File: src/usb_host_cfg.svh
/*
 * Constants of the host port wrapper: register offsets, field positions,
 * counts and reset values.
 * Assumes inclusion by bare name from the port block module; the package does not include it.
 */
`ifndef USB_HOST_CFG_SVH
`define USB_HOST_CFG_SVH

// register offsets of the operational slave port
`define REG_CONTROL     4'h0
`define REG_STATUS      4'h1
`define REG_PORTS       4'h2
`define REG_LIST_BASE   4'h3
// control fields
`define CTL_RUN         0
`define CTL_IRQ_EN      1
`define CTL_OC_EN       2
`define CTL_PWR_LO      3
`define CTL_RST_LO      5
// status fields and control reset value
`define STS_UERR        0
`define STS_CONN_CHG    1
`define CTL_RESET_VAL   32'h0000_0018
// counts
`define NUM_PORTS       4'h2
`define NUM_PORTS_SHARED 4'h1
`define UTMI_DIVIDER    4'h9
`define FS_DIV_LAST     2'h3
`define DATA_WORDS_LAST 2'h3
`define FIFO_DEPTH      16
`define WORD_W          32
`define SYNC_W          8

`endif

File: src/usb_host_pkg.sv
/*
 * Types of the host port wrapper.
 * Assumes the constants header is on the include path.
 */
package usb_host_pkg;
	// descriptor engine states
	typedef enum logic [2:0] {
		st_idle,
		st_ed_fetch,
		st_td_fetch,
		st_data_read,
		st_status_write
	} master_state_e;
endpackage

File: src/usb_host_fifo.sv
/*
 * Flip-flop FIFO with valid/ready on both sides.
 * Assumes one clock and a synchronous active-low reset.
 */
`timescale 1ns/1ps
module usb_host_fifo #(
	parameter int WIDTH = 32,
	parameter int DEPTH = 16
) (
	input  wire logic             clock_i,
	input  wire logic             reset_n_i,
	input  wire logic             in_valid_i,
	output logic                  in_ready_o,
	input  wire logic [WIDTH-1:0] in_data_i,
	output logic                  out_valid_o,
	input  wire logic             out_ready_i,
	output logic      [WIDTH-1:0] out_data_o
);
	localparam int AW = $clog2(DEPTH);
	logic [WIDTH-1:0] mem_q [DEPTH];
	logic [AW-1:0]    wr_q;
	logic [AW-1:0]    rd_q;
	logic [AW:0]      cnt_q;
	logic             push;
	logic             pop;

	assign in_ready_o  = (cnt_q != (AW+1)'(DEPTH));
	assign out_valid_o = (cnt_q != '0);
	assign push        = in_valid_i && in_ready_o;
	assign pop         = out_valid_o && out_ready_i;
	assign out_data_o  = mem_q[rd_q];

	always_ff @(posedge clock_i) begin
		if (push) begin
			mem_q[wr_q] <= in_data_i;
		end
	end

	always_ff @(posedge clock_i) begin
		if (!reset_n_i) begin
			wr_q  <= '0;
			rd_q  <= '0;
			cnt_q <= '0;
		end else begin
			if (push) begin
				wr_q <= wr_q + 1'b1;
			end
			if (pop) begin
				rd_q <= rd_q + 1'b1;
			end
			cnt_q <= cnt_q + (AW+1)'(push) - (AW+1)'(pop);
		end
	end
endmodule // usb_host_fifo

File: src/usb_host_port_block.sv
/*
 * Host port integration: operational slave port, descriptor master,
 * root hub connect sensing, transceiver sharing and clock gating.
 * Assumes the clock unit drives lock, enables and 48 MHz ticks on clock_i.
 */
// Contract
// - operational registers reachable only through the slave port
// - master fetches descriptors, moves data, writes back status
// - bus abort or misaligned access sets the unrecoverable-error flag
// - root hub port count readable in operational registers
// - device attach detected by hardware without polling
// - host can activate over-current protection; no dedicated pads
// - transceiver data lines driven only by host and device controller
// - with second transceiver given away, host runs port A only
// - device-port enable moves second transceiver to device controller
// - high-speed needs the running, locked 48 MHz UTMI PLL
// - transceiver returns a 30 MHz clock for high-speed logic
// - full-speed 12 MHz clock is the 48 MHz input divided by four
// - main PLL source keeps full-speed working with UTMI PLL off
// - single interrupt line; interrupt controller configured first
`timescale 1ns/1ps
`include "usb_host_cfg.svh"
module usb_host_port_block (
	input  wire logic        clock_i,
	input  wire logic        reset_n_i,
	// operational slave port
	input  wire logic        op_req_i,
	input  wire logic        op_we_i,
	input  wire logic [3:0]  op_addr_i,
	input  wire logic [31:0] op_wdata_i,
	output logic      [31:0] op_rdata_o,
	// system bus master
	output logic             mst_req_o,
	output logic             mst_we_o,
	output logic      [31:0] mst_addr_o,
	output logic      [31:0] mst_wdata_o,
	input  wire logic        mst_ack_i,
	input  wire logic        mst_err_i,
	input  wire logic [31:0] mst_rdata_i,
	// endpoint data toward the port serializer
	output logic             tx_valid_o,
	input  wire logic        tx_ready_i,
	output logic      [31:0] tx_data_o,
	// clock unit
	input  wire logic        utmi_pll_enable_bit_i,
	input  wire logic        utmi_pll_lock_flag_i,
	input  wire logic        transceiver_bias_enable_i,
	input  wire logic        xcvr_30m_valid_i,
	input  wire logic        fullspeed_clock_source_select_i,
	input  wire logic [3:0]  fullspeed_clock_divider_i,
	input  wire logic        host_clock_enable_bit_i,
	input  wire logic        host_48m_tick_i,
	output logic             host_12m_tick_o,
	output logic             hs_available_o,
	output logic             fs_ready_o,
	output logic             clock_config_error_o,
	// transceiver sense
	input  wire logic [1:0]  port_a_line_state_i,
	input  wire logic [1:0]  port_b_line_state_i,
	input  wire logic [1:0]  oc_sense_i,
	output logic      [1:0]  port_power_o,
	// port A lines, bit 1 plus, bit 0 minus
	output logic      [1:0]  port_a_fullspeed_o,
	output logic             port_a_fullspeed_oe_o,
	output logic      [1:0]  port_a_highspeed_o,
	output logic             port_a_highspeed_oe_o,
	// shared port B lines and device controller
	input  wire logic        device_port_enable_i,
	input  wire logic [1:0]  device_fullspeed_i,
	input  wire logic        device_fullspeed_oe_i,
	input  wire logic [1:0]  device_highspeed_i,
	input  wire logic        device_highspeed_oe_i,
	output logic      [1:0]  port_b_fullspeed_o,
	output logic             port_b_fullspeed_oe_o,
	output logic      [1:0]  port_b_highspeed_o,
	output logic             port_b_highspeed_oe_o,
	output logic             irq_o
);
	usb_host_pkg::master_state_e state_q;
	logic [31:0]        control_q, list_base_q, addr_q;
	logic               uerr_q;
	logic [1:0]         conn_chg_q, conn_prev_q, words_q, fs_div_q;
	logic [`SYNC_W-1:0] s1_q, s2_q, s3_q, filt_q;
	logic [1:0]         line_a, line_b, oc_sync, connected, port_active;
	logic               lock_sync, x30_sync, misaligned, access_ok, mst_fail, fifo_ready, wr_sts;

	// ======================================================================
	// input synchronisers
	assign {line_b, line_a, oc_sync, lock_sync, x30_sync} = filt_q;

	always_ff @(posedge clock_i) begin
		if (!reset_n_i) begin
			s1_q   <= '0;
			s2_q   <= '0;
			s3_q   <= '0;
			filt_q <= '0;
		end else begin
			s1_q   <= {port_b_line_state_i, port_a_line_state_i, oc_sense_i,
				utmi_pll_lock_flag_i, xcvr_30m_valid_i};
			s2_q   <= s1_q;
			s3_q   <= s2_q;
			// change taken once second and third stage agree
			filt_q <= (s2_q & s3_q) | (filt_q & (s2_q | s3_q));
		end
	end

	// ======================================================================
	// clocks
	assign hs_available_o = utmi_pll_enable_bit_i && lock_sync && transceiver_bias_enable_i
		&& x30_sync;
	assign fs_ready_o = host_clock_enable_bit_i
		&& (!fullspeed_clock_source_select_i || hs_available_o);
	assign clock_config_error_o = fullspeed_clock_source_select_i
		&& (fullspeed_clock_divider_i != `UTMI_DIVIDER);
	assign host_12m_tick_o = fs_ready_o && host_48m_tick_i && (fs_div_q == `FS_DIV_LAST);

	always_ff @(posedge clock_i) begin
		if (!reset_n_i) begin
			fs_div_q <= '0;
		end else if (!fs_ready_o) begin
			fs_div_q <= '0;
		end else if (host_48m_tick_i) begin
			fs_div_q <= fs_div_q + 2'h1;
		end
	end

	// ======================================================================
	// operational slave port
	assign wr_sts = op_req_i && op_we_i && (op_addr_i == `REG_STATUS);

	always_ff @(posedge clock_i) begin
		if (!reset_n_i) begin
			control_q   <= `CTL_RESET_VAL;
			list_base_q <= '0;
		end else if (op_req_i && op_we_i) begin
			if (op_addr_i == `REG_CONTROL) begin
				control_q <= op_wdata_i;
			end
			if (op_addr_i == `REG_LIST_BASE) begin
				list_base_q <= op_wdata_i;
			end
		end
	end

	always_ff @(posedge clock_i) begin
		if (!reset_n_i) begin
			op_rdata_o <= '0;
		end else if (op_req_i && !op_we_i) begin
			case (op_addr_i)
				`REG_CONTROL:   op_rdata_o <= control_q;
				`REG_STATUS:    op_rdata_o <= {26'h0, fs_ready_o, hs_available_o,
					(state_q != usb_host_pkg::st_idle), conn_chg_q, uerr_q};
				`REG_PORTS:     op_rdata_o <= {22'h0, connected, 4'h0,
					device_port_enable_i ? `NUM_PORTS_SHARED : `NUM_PORTS};
				`REG_LIST_BASE: op_rdata_o <= list_base_q;
				default:        op_rdata_o <= '0;
			endcase
		end
	end

	// ======================================================================
	// root hub ports
	assign port_active = {!device_port_enable_i, 1'b1};
	assign connected   = {line_b != 2'h0, line_a != 2'h0} & port_active;

	always_ff @(posedge clock_i) begin
		if (!reset_n_i) begin
			conn_prev_q <= '0;
			conn_chg_q  <= '0;
		end else begin
			conn_prev_q <= connected;
			// write one clears, a new change wins
			conn_chg_q  <= (conn_chg_q & ~({2{wr_sts}} & op_wdata_i[`STS_CONN_CHG +: 2]))
				| (connected ^ conn_prev_q);
		end
	end

	always_ff @(posedge clock_i) begin
		if (!reset_n_i) begin
			port_power_o <= '0;
		end else begin
			port_power_o <= control_q[`CTL_PWR_LO +: 2] & port_active
				& ~({2{control_q[`CTL_OC_EN]}} & oc_sync);
		end
	end

	// host drives bus reset only; no GPIO path exists to these lines
	assign port_a_fullspeed_o    = 2'h0;
	assign port_a_fullspeed_oe_o = control_q[`CTL_RST_LO] && port_power_o[0];
	assign port_a_highspeed_o    = 2'h0;
	assign port_a_highspeed_oe_o = port_a_fullspeed_oe_o && hs_available_o;
	assign port_b_fullspeed_o    = device_port_enable_i ? device_fullspeed_i : 2'h0;
	assign port_b_fullspeed_oe_o = device_port_enable_i ? device_fullspeed_oe_i
		: (control_q[`CTL_RST_LO+1] && port_power_o[1]);
	assign port_b_highspeed_o    = device_port_enable_i ? device_highspeed_i : 2'h0;
	assign port_b_highspeed_oe_o = device_port_enable_i ? device_highspeed_oe_i
		: (control_q[`CTL_RST_LO+1] && port_power_o[1] && hs_available_o);

	// ======================================================================
	// descriptor master
	assign misaligned = (addr_q[1:0] != 2'h0);
	assign access_ok  = (state_q != usb_host_pkg::st_idle) && !misaligned
		&& ((state_q != usb_host_pkg::st_data_read) || fifo_ready);
	assign mst_req_o  = access_ok;
	assign mst_we_o   = (state_q == usb_host_pkg::st_status_write);
	assign mst_addr_o = addr_q;
	assign mst_fail   = (state_q != usb_host_pkg::st_idle) && (misaligned || (access_ok && mst_err_i));

	always_ff @(posedge clock_i) begin
		if (!reset_n_i) begin
			state_q     <= usb_host_pkg::st_idle;
			addr_q      <= '0;
			words_q     <= '0;
			mst_wdata_o <= '0;
		end else if (mst_fail) begin
			state_q <= usb_host_pkg::st_idle;
		end else begin
			case (state_q)
				usb_host_pkg::st_idle: begin
					if (control_q[`CTL_RUN] && !uerr_q && fs_ready_o) begin
						addr_q  <= list_base_q;
						state_q <= usb_host_pkg::st_ed_fetch;
					end
				end
				usb_host_pkg::st_ed_fetch: begin
					if (mst_ack_i) begin
						addr_q  <= mst_rdata_i;
						state_q <= usb_host_pkg::st_td_fetch;
					end
				end
				usb_host_pkg::st_td_fetch: begin
					if (mst_ack_i) begin
						mst_wdata_o <= addr_q;
						addr_q      <= mst_rdata_i;
						words_q     <= '0;
						state_q     <= usb_host_pkg::st_data_read;
					end
				end
				usb_host_pkg::st_data_read: begin
					if (access_ok && mst_ack_i) begin
						addr_q  <= addr_q + 32'h4;
						words_q <= words_q + 2'h1;
						if (words_q == `DATA_WORDS_LAST) begin
							addr_q  <= mst_wdata_o;
							state_q <= usb_host_pkg::st_status_write;
						end
					end
				end
				usb_host_pkg::st_status_write: begin
					if (mst_ack_i) begin
						state_q <= usb_host_pkg::st_idle;
					end
				end
				default: state_q <= usb_host_pkg::st_idle;
			endcase
		end
	end

	always_ff @(posedge clock_i) begin
		if (!reset_n_i) begin
			uerr_q <= 1'b0;
		end else begin
			uerr_q <= mst_fail || (uerr_q && !(wr_sts && op_wdata_i[`STS_UERR]));
		end
	end

	usb_host_fifo #(
		.WIDTH (`WORD_W),
		.DEPTH (`FIFO_DEPTH)
	) data_fifo (
		.clock_i     (clock_i),
		.reset_n_i   (reset_n_i),
		.in_valid_i  ((state_q == usb_host_pkg::st_data_read) && access_ok && mst_ack_i && !mst_err_i),
		.in_ready_o  (fifo_ready),
		.in_data_i   (mst_rdata_i),
		.out_valid_o (tx_valid_o),
		.out_ready_i (tx_ready_i),
		.out_data_o  (tx_data_o)
	);

	assign irq_o = control_q[`CTL_IRQ_EN] && (uerr_q || (|conn_chg_q));

	// ======================================================================
	// assertions
	uerr_on_abort_a: assert property (@(posedge clock_i) disable iff (!reset_n_i)
		mst_req_o && mst_err_i |=> uerr_q && state_q == usb_host_pkg::st_idle)
		else $error("bus abort did not set the error flag");
	misalign_no_req_a: assert property (@(posedge clock_i) disable iff (!reset_n_i)
		misaligned && state_q != usb_host_pkg::st_idle |-> !mst_req_o ##1 uerr_q)
		else $error("misaligned access was issued or not flagged");
	port_count_a: assert property (@(posedge clock_i) disable iff (!reset_n_i)
		op_req_i && !op_we_i && op_addr_i == `REG_PORTS && !device_port_enable_i
		|=> op_rdata_o[3:0] == `NUM_PORTS)
		else $error("port count read wrong");
	attach_flag_a: assert property (@(posedge clock_i) disable iff (!reset_n_i)
		$rose(connected[0]) |=> conn_chg_q[0])
		else $error("attach detection broken");
	attach_seen_a: assert property (@(posedge clock_i) disable iff (!reset_n_i)
		connected != conn_prev_q |=> conn_chg_q != 2'h0)
		else $error("attach not flagged");
	oc_cut_power_a: assert property (@(posedge clock_i) disable iff (!reset_n_i)
		control_q[`CTL_OC_EN] && oc_sync[0] |=> !port_power_o[0])
		else $error("over-current did not cut power");
	port_b_device_a: assert property (@(posedge clock_i) disable iff (!reset_n_i)
		device_port_enable_i |-> port_b_fullspeed_o == device_fullspeed_i
		&& port_b_highspeed_oe_o == device_highspeed_oe_i && !connected[1])
		else $error("port B not handed to device");
	hs_gated_a: assert property (@(posedge clock_i) disable iff (!reset_n_i)
		!lock_sync |-> !hs_available_o && !port_a_highspeed_oe_o)
		else $error("high speed active without PLL lock");
	fs_divide_a: assert property (@(posedge clock_i) disable iff (!reset_n_i)
		host_12m_tick_o |=> !host_12m_tick_o [*3])
		else $error("12 MHz tick faster than a quarter");
	fs_main_src_a: assert property (@(posedge clock_i) disable iff (!reset_n_i)
		host_clock_enable_bit_i && !fullspeed_clock_source_select_i |-> fs_ready_o)
		else $error("full speed lost on main PLL");
	order_a: assert property (@(posedge clock_i) disable iff (!reset_n_i)
		$changed(state_q) && state_q == usb_host_pkg::st_status_write
		|-> $past(state_q) == usb_host_pkg::st_data_read)
		else $error("status written out of order");
	irq_line_a: assert property (@(posedge clock_i) disable iff (!reset_n_i)
		control_q[`CTL_IRQ_EN] && mst_fail |=> irq_o)
		else $error("error did not raise interrupt");

	transfer_done_c: cover property (@(posedge clock_i) disable iff (!reset_n_i)
		state_q == usb_host_pkg::st_status_write && mst_ack_i);
	fifo_full_c: cover property (@(posedge clock_i) disable iff (!reset_n_i)
		state_q == usb_host_pkg::st_data_read && !fifo_ready);
	attach_c: cover property (@(posedge clock_i) disable iff (!reset_n_i)
		$rose(connected[0]));
endmodule // usb_host_port_block

File: config.mk
export PLATFORM = sky130hd
export DESIGN_NAME = usb_host_port_block
export DESIGN_NICKNAME = d
export VERILOG_FILES = /design/src/usb_host_pkg.sv /design/src/usb_host_fifo.sv /design/src/usb_host_port_block.sv
export VERILOG_INCLUDE_DIRS = /design/src
export SDC_FILE = /design/constraint.sdc
export NUM_CORES = 1
export LEC_CHECK = 0
export BUFFER_PORTS_ARGS = -buffer_cell sky130_fd_sc_hd__buf_2
export CELL_PAD_IN_SITES_DETAIL_PLACEMENT = 0
export CELL_PAD_IN_SITES_GLOBAL_PLACEMENT = 1
export CORE_MARGIN = 4
export CORE_UTILIZATION = 45
export CTS_CLUSTER_SIZE = 16
export DETAILED_ROUTE_END_ITERATION = 10
export GPL_ROUTABILITY_DRIVEN = 0
export GPL_TIMING_DRIVEN = 1
export MAX_ROUTING_LAYER = met4
export PLACE_DENSITY = 0.82
export SKIP_LAST_GASP = 1
export SYNTH_ARGS = -nofsm -noshare
export SYNTH_HDL_FRONTEND = slang
export SYNTH_SLANG_ARGS = --single-unit
File: constraint.sdc
create_clock -name clock_i -period 3.85 [get_ports clock_i]
set_input_delay 0.5775 -clock clock_i [delete_from_list [all_inputs] [get_ports clock_i]]
set_output_delay 0.5775 -clock clock_i [all_outputs]
set_load 0.02 [all_outputs]
==> Word-level counts from Yosys, hierarchy flattened <==
Memories as Yosys holds them, arrays and structs flattened. A register that Yosys moved wholly into a read port is not among the register bits.
Cells that the tools add are included.
{ "word_totals": {"output_inout_bits": 150, "latchBits": 0, "rom_bits": 0, "ff_bits": 219, "mem_bits_rw": 512, "n_memories": 1, "word_cells": 147, "in_bits": 99} }
{ "mem_list": {"columns": ["memory", "depth", "word_bits", "rd", "rd_ports_with_merged_regs", "write_ports", "line_no", "text"], "rows": [
  ["data_fifo.mem_q", 16, 32, 1, 1, 1, "usb_host_fifo.sv:20", "logic [WIDTH-1:0] mem_q [DEPTH];"]
]} }
{ "classes": {"mux": 25, "bitwise": 16, "n_lt_le_gt_ge": 0, "n_shift": 0, "n_reduce_logical": 60, "n_mul": 0, "div_mod_pow": 0, "n_addsub": 7, "n_eq_ne": 19} }
{ "ops": {"columns": ["operator", "n"], "rows": [
  ["32-bit 2-to-1 mux", 4],
  ["32-bit case mux with 4 select lines", 1],
  ["32-bit case mux with 3 select lines", 1],
  ["32-bit by 3-bit adder with 32-bit output, second input constant", 1],
  ["1-bit logical AND", 29],
  ["3-bit 2-to-1 mux", 6],
  ["8-bit bitwise AND", 2],
  ["8-bit bitwise OR", 2],
  ["3-bit case mux with 5 select lines", 1],
  ["2-bit bitwise AND", 6],
  ["2-bit 2-to-1 mux", 5],
  ["2-bit != test, second input constant", 5],
  ["4-bit by 1-bit adder with 4-bit output, second input constant", 2],
  ["4-bit by 2-bit == test with 1-bit output, second input constant", 2],
  ["4-bit 2-to-1 mux", 2],
  ["2-bit nonzero test", 4],
  ["1-bit logical NOT", 7],
  ["3-bit by 2-bit == test with 1-bit output, second input constant", 2],
  ["2-bit AND reduction", 3],
  ["6-bit AND reduction", 1],
  ["3-bit nonzero test", 2],
  ["2-bit OR reduction", 3],
  ["5-bit by 1-bit adder with 5-bit output", 1],
  ["1-bit logical OR", 5],
  ["other kinds (22)", 30]
]} }

==> Depth between registers and ports, before layout <==
{ "logic_depth": {"word_depth": 10, "mapped_depth": 15, "ltp_nobuf": 14} }

==> Cells and area by module <==
From an unflattened synthesis, not the netlist that was laid out.
{ "hier_totals": {"cells_unflattened": 2029, "hier_area_um2": 29071.6} }
{ "by_module_without_submodules": {"columns": ["module", "cells_per_inst", "seq_area_each_um2", "area_each_um2", "instances"], "rows": [
  ["usb_host_fifo", 893, 15715.1, 20046.7, 1],
  ["usb_host_port_block", 1136, 4124.0, 9024.9, 1]
]} }

==> Worst setup path before layout <==
Ideal clock, no wire load.
{ "synth_timing": {"path_type": "register to register", "from": "register data_fifo.cnt_q[2]", "to": "memory data_fifo.mem_q[3][0] (enable)", "period_less_slack_ns": 4.255, "t_required_ns": 3.389, "t_arrival_ns": 3.794, "setup_time_ns": 0.461, "path_slack_ns": -0.405, "stages_incl_launch_ff": 8, "n_path_buf": 0, "path_cell_list": "dfxtp_1 > inv_1 > ha_1 > and4bb_2 > nand4b_4 > nor3_2 > nand2_1 > nor3_1"} }
{ "synth_between": {"elab_chain_cells": 9} }
{ "synth_lines": {"columns": ["element", "line_no", "text"], "rows": [
  ["start, declared", "usb_host_fifo.sv:23", "logic [AW:0] cnt_q;"],
  ["start signal, assigned", "usb_host_fifo.sv:51", "cnt_q <= cnt_q + (AW+1)'(push) - (AW+1)'(pop);"],
  ["5-bit != test *", "usb_host_fifo.sv:27", "assign in_ready_o = (cnt_q != (AW+1)'(DEPTH));"],
  ["1-bit logical OR", "usb_host_port_block.sv:203", "&& ((state_q != usb_host_pkg::st_data_read) || fifo_ready);"],
  ["1-bit logical AND", "usb_host_port_block.sv:203", null],
  ["1-bit logical AND (3 in a row)", "usb_host_port_block.sv:273", ".in_valid_i ((state_q == usb_host_pkg::st_data_read) && access_ok && mst_ack_i && !mst_err_i),"],
  ["1-bit logical AND *", "usb_host_fifo.sv:29", "assign push = in_valid_i && in_ready_o;"],
  ["named net data_fifo.push", "usb_host_fifo.sv:24", "logic push;"],
  ["1-bit 2-to-1 mux *", "usb_host_fifo.sv:34", "if (push) begin"],
  ["1-bit 2-to-1 mux (not written as such) *", "usb_host_fifo.sv:35", "mem_q[wr_q] <= in_data_i;"],
  ["end, declared", "usb_host_fifo.sv:20", null]
]} }
The timed path passes the listed nets; every way through them passes the cells marked *.

==> impl_metrics.csv <==
group,metric,value,unit
hold_path,min_path_cells,2,
logic_synthesis,yosys_warnings,0,
placed_design,pre_cts_ws,0.8075,ns
grt,grt_pass1_wl,116800,µm
grt,grt_max_degree,92,
sta,maxSlewHeadroom,0.3030,
grt,overflow,0,
critical_path,worstReg2RegEnd,"data_fifo.mem_q[1][16]",
hold_path,whs_endpoint,"s1_q[1]",
hold_path,hold_class,"input pin to flip-flop",
critical_path,r2r_slack,0.80,ns
run,max_cap_violations,0,
placed_design,port_buffers,244,
cts,clockBufferDepth,3,
sta,fin_skew,0.01608,ns
sta,fmax,285.6,MHz
cts,postCtsSetupBuffers,0,
cts,cts_tree,"yes",
critical_path,reg2reg_from,"data_fifo.cnt_q[2]",
floorplanning,start_util,0.4538,
status,status,"complete, no violations",
logic_synthesis,ys_seq_elements,735,
grt,antenna_found_initial,4,
finish,layout_common_cells,"edfxtp_1 (512), buf_2 (244), dfxtp_1 (220)",
route,drc_errors,0,
critical_path,cp-end-kind,"output pin",
finish,drive_gt1_frac,0.2731,
power,p_per_area,570.3,mW/mm²
logic_synthesis,syn_avg_cell_area,15.17,µm²
route,drtPass1Iterations,9,
sta,finalCritPeriodShare,0.9093,
floorplanning,core-area,0.06423,mm²
route,final_antenna_net_count,0,
floorplanning,die_height,262.5,µm
route,first_iter_violations,2250,
hold_path,min_from,"utmi_pll_lock_flag_i",
route,wl_per_cell,25.44,µm
logic_synthesis,synth_area,0.02915,mm²
floorplanning,rows,93,
sta,rsz0062_at_grt,"false",
floorplanning,ios,249,
cts,numCtsBuffers,77,
route,wirelength,78110,µm
critical_path,crit_type,"flip-flop to output pin",
finish,final_cell_area,0.03386,mm²
sta,tns,0,ns
grt,grtUsageTotal,0.2295,
placed_design,place_inst,2933,
critical_path,reg2reg_depth,8,
floorplanning,die_w,262.5,µm
sta,hold_violations,0,
cts,clkTransAtPathRegs,0.06,ns
logic_synthesis,synth-edff-count,512,
cts,cts_hold_buffers,0,
critical_path,path_max_fanout,61,
logic_synthesis,ys_async_sr_fraction,0,
placed_design,dp_hpwl,49210,µm
power,max-vdd-ir-drop,0.3646,mV
logic_synthesis,syn_inst,1921,
cts,h-tree-depth,3,
cts,root_buffer,"clkbuf_16",
sta,setup_viol,0,
sta,tightest_slew,1.045,ns
route,routed-via-count,17860,
power,cellLeakagePower,11.59,nW
route,vias_per_cell,5.817,
grt,grt_pass1_vias,17940,
logic_synthesis,ys_seq_area_frac,0.6806,
sta,min_period,3.501,ns
sta,final_max_slew_viol_count,0,
critical_path,start_kind,"flip-flop",
critical_path,worstPathRequired,3.27,ns
floorplanning,die_area,0.06891,mm²
critical_path,critical_path_arrival,2.92,ns
finish,stdcell_count,3070,
finish,layout_commonest_cell,"edfxtp_1",
finish,area_growth,16.14,%
cts,clock_sinks,735,
cts,cts_resized,0,
finish,nNetsFinal,2271,
finish,num-fill-cells,5208,
sta,setup_slack,0.3491,ns
logic_synthesis,ys_types,79,
placed_design,placed_cell_area,0.03145,mm²
cts,insertion_delay,0.61,ns
logic_synthesis,ys.flop_type,"edfxtp_1",
-- area by class of cell --
type | count | area (µm²) | area share
inverter | 21 | 81.33 | 0.002402
clock buffer | 91 | 2032 | 0.06002
tap | 855 | 1070 | 0.03160
clock inverter | 43 | 371.6 | 0.01098
timing repair buffer | 285 | 1704 | 0.05033
antenna | 3 | 7.507 | 0.0002217
sequential | 735 | 19850 | 0.5862
multi-input combinational | 1037 | 8742 | 0.2582
-- layer usage --
layer / track usage / wire (µm) / share of wire
met2: 0.3782 / 39220 / 0.50
met3: 0.04906 / 6759 / 0.087
met4: 0.04589 / 1448 / 0.019
met1: 0.2989 / 30680 / 0.39
met5: - / 0 / 0
-- cells in the mapped netlist, types with 13 or more instances --
cell type  number  area, µm²
edfxtp_1      512      15370
dfxtp_1       223       4464
nand2_1       214      803.3
mux4_2        160       3603
nor2_1        133      499.2
a21oi_1       115      575.6
clkbuf_1       74      277.8
o21ai_0        50      250.2
mux2i_1        38      380.4
nor3_1         37      185.2
and2_1         36      225.2
buf_2          30      150.1
a221oi_1       29      254.0
nand3_1        26      130.1
inv_1          21      78.83
a22oi_1        15      112.6
ha_1           14      175.2
and3_1         13      81.33
nand4_1        13      81.33
xnor2_1        13      113.9
-- worst max path at each step --
stage / cells past startpoint / end / slack (ns)
final: 4 / tx_data_o[30] / 0.35
after global routing: 4 / tx_data_o[30] / 0.25
after CTS: 4 / tx_data_o[30] / 0.31
after detailed placement: 8 / data_fifo.mem_q[1][21] / 0.81
after global placement: 8 / data_fifo.mem_q[1][21] / 0.88
after floorplan: 7 / data_fifo.mem_q[7][0] / 0.45
-- cell families (layout without fill, tap and decap cells) --
kind of cell               count (synthesis)  in the layout  synth area share
and+or+nand+nor                          515            515           0.08224
muxes                                    199            199            0.1371
buffers and inverters                    152            440           0.02528
DFF                                      735            735            0.6806
xor gates and xnor gates                  22             22          0.006610
AOI/OAI and AO/OA                        282            282           0.06142
adders and majority gates                 15             15          0.006696
other                                      1              7         0.0001286
-- stage by stage --
| step | hold slack, ns | util | total power [mW] |
|---|---|---|---|
| 2_1_floorplan | 0.4007 | - | 11.40 |
| 3_3_place_gp | 0.4148 | 0.4896 | 12.31 |
| 3_5_place_dp | 0.4183 | 0.4896 | 12.38 |
| 4_1_cts | 0.1406 | 0.5270 | 19.49 |
| 5_1_grt | 0.1556 | 0.5271 | 20.08 |
| 6_report | 0.1683 | 0.5271 | 19.31 |
-- critical path, cell delays in order, from the launching register on --
cell,delay [ns]
dfxtp_4,0.71
buf_12,0.35
mux4_2,0.43
mux4_2,0.50
buf_2,0.18
-- sequential cells by signal (all words and copies together), names as in the netlist, named ones only --
name / cells
mst_wdata_o: 32
conn_chg_q: 2
state_q: 3
conn_prev_q: 2
data_fifo.rd_q: 4
data_fifo.cnt_q: 5
mst_addr_o: 32
data_fifo.wr_q: 4
s3_q: 8
s1_q: 8
uerr_q: 1
s2_q: 8
data_fifo.mem_q: 512
filt_q: 8
words_q: 2
list_base_q: 32
port_power_o: 2
op_rdata_o: 32
fs_div_q: 2
control_q: 32
-- power by group --
group | internal [mW] | total [mW] | switching, mW
Clock | 4.07 | 7.11 | 3.05
Sequential | 8.56 | 8.78 | 0.218
Combinational | 1.59 | 3.42 | 1.83
Total | 14.2 | 19.3 | 5.09
No activity file was read; power rests on OpenSTA's default activity.
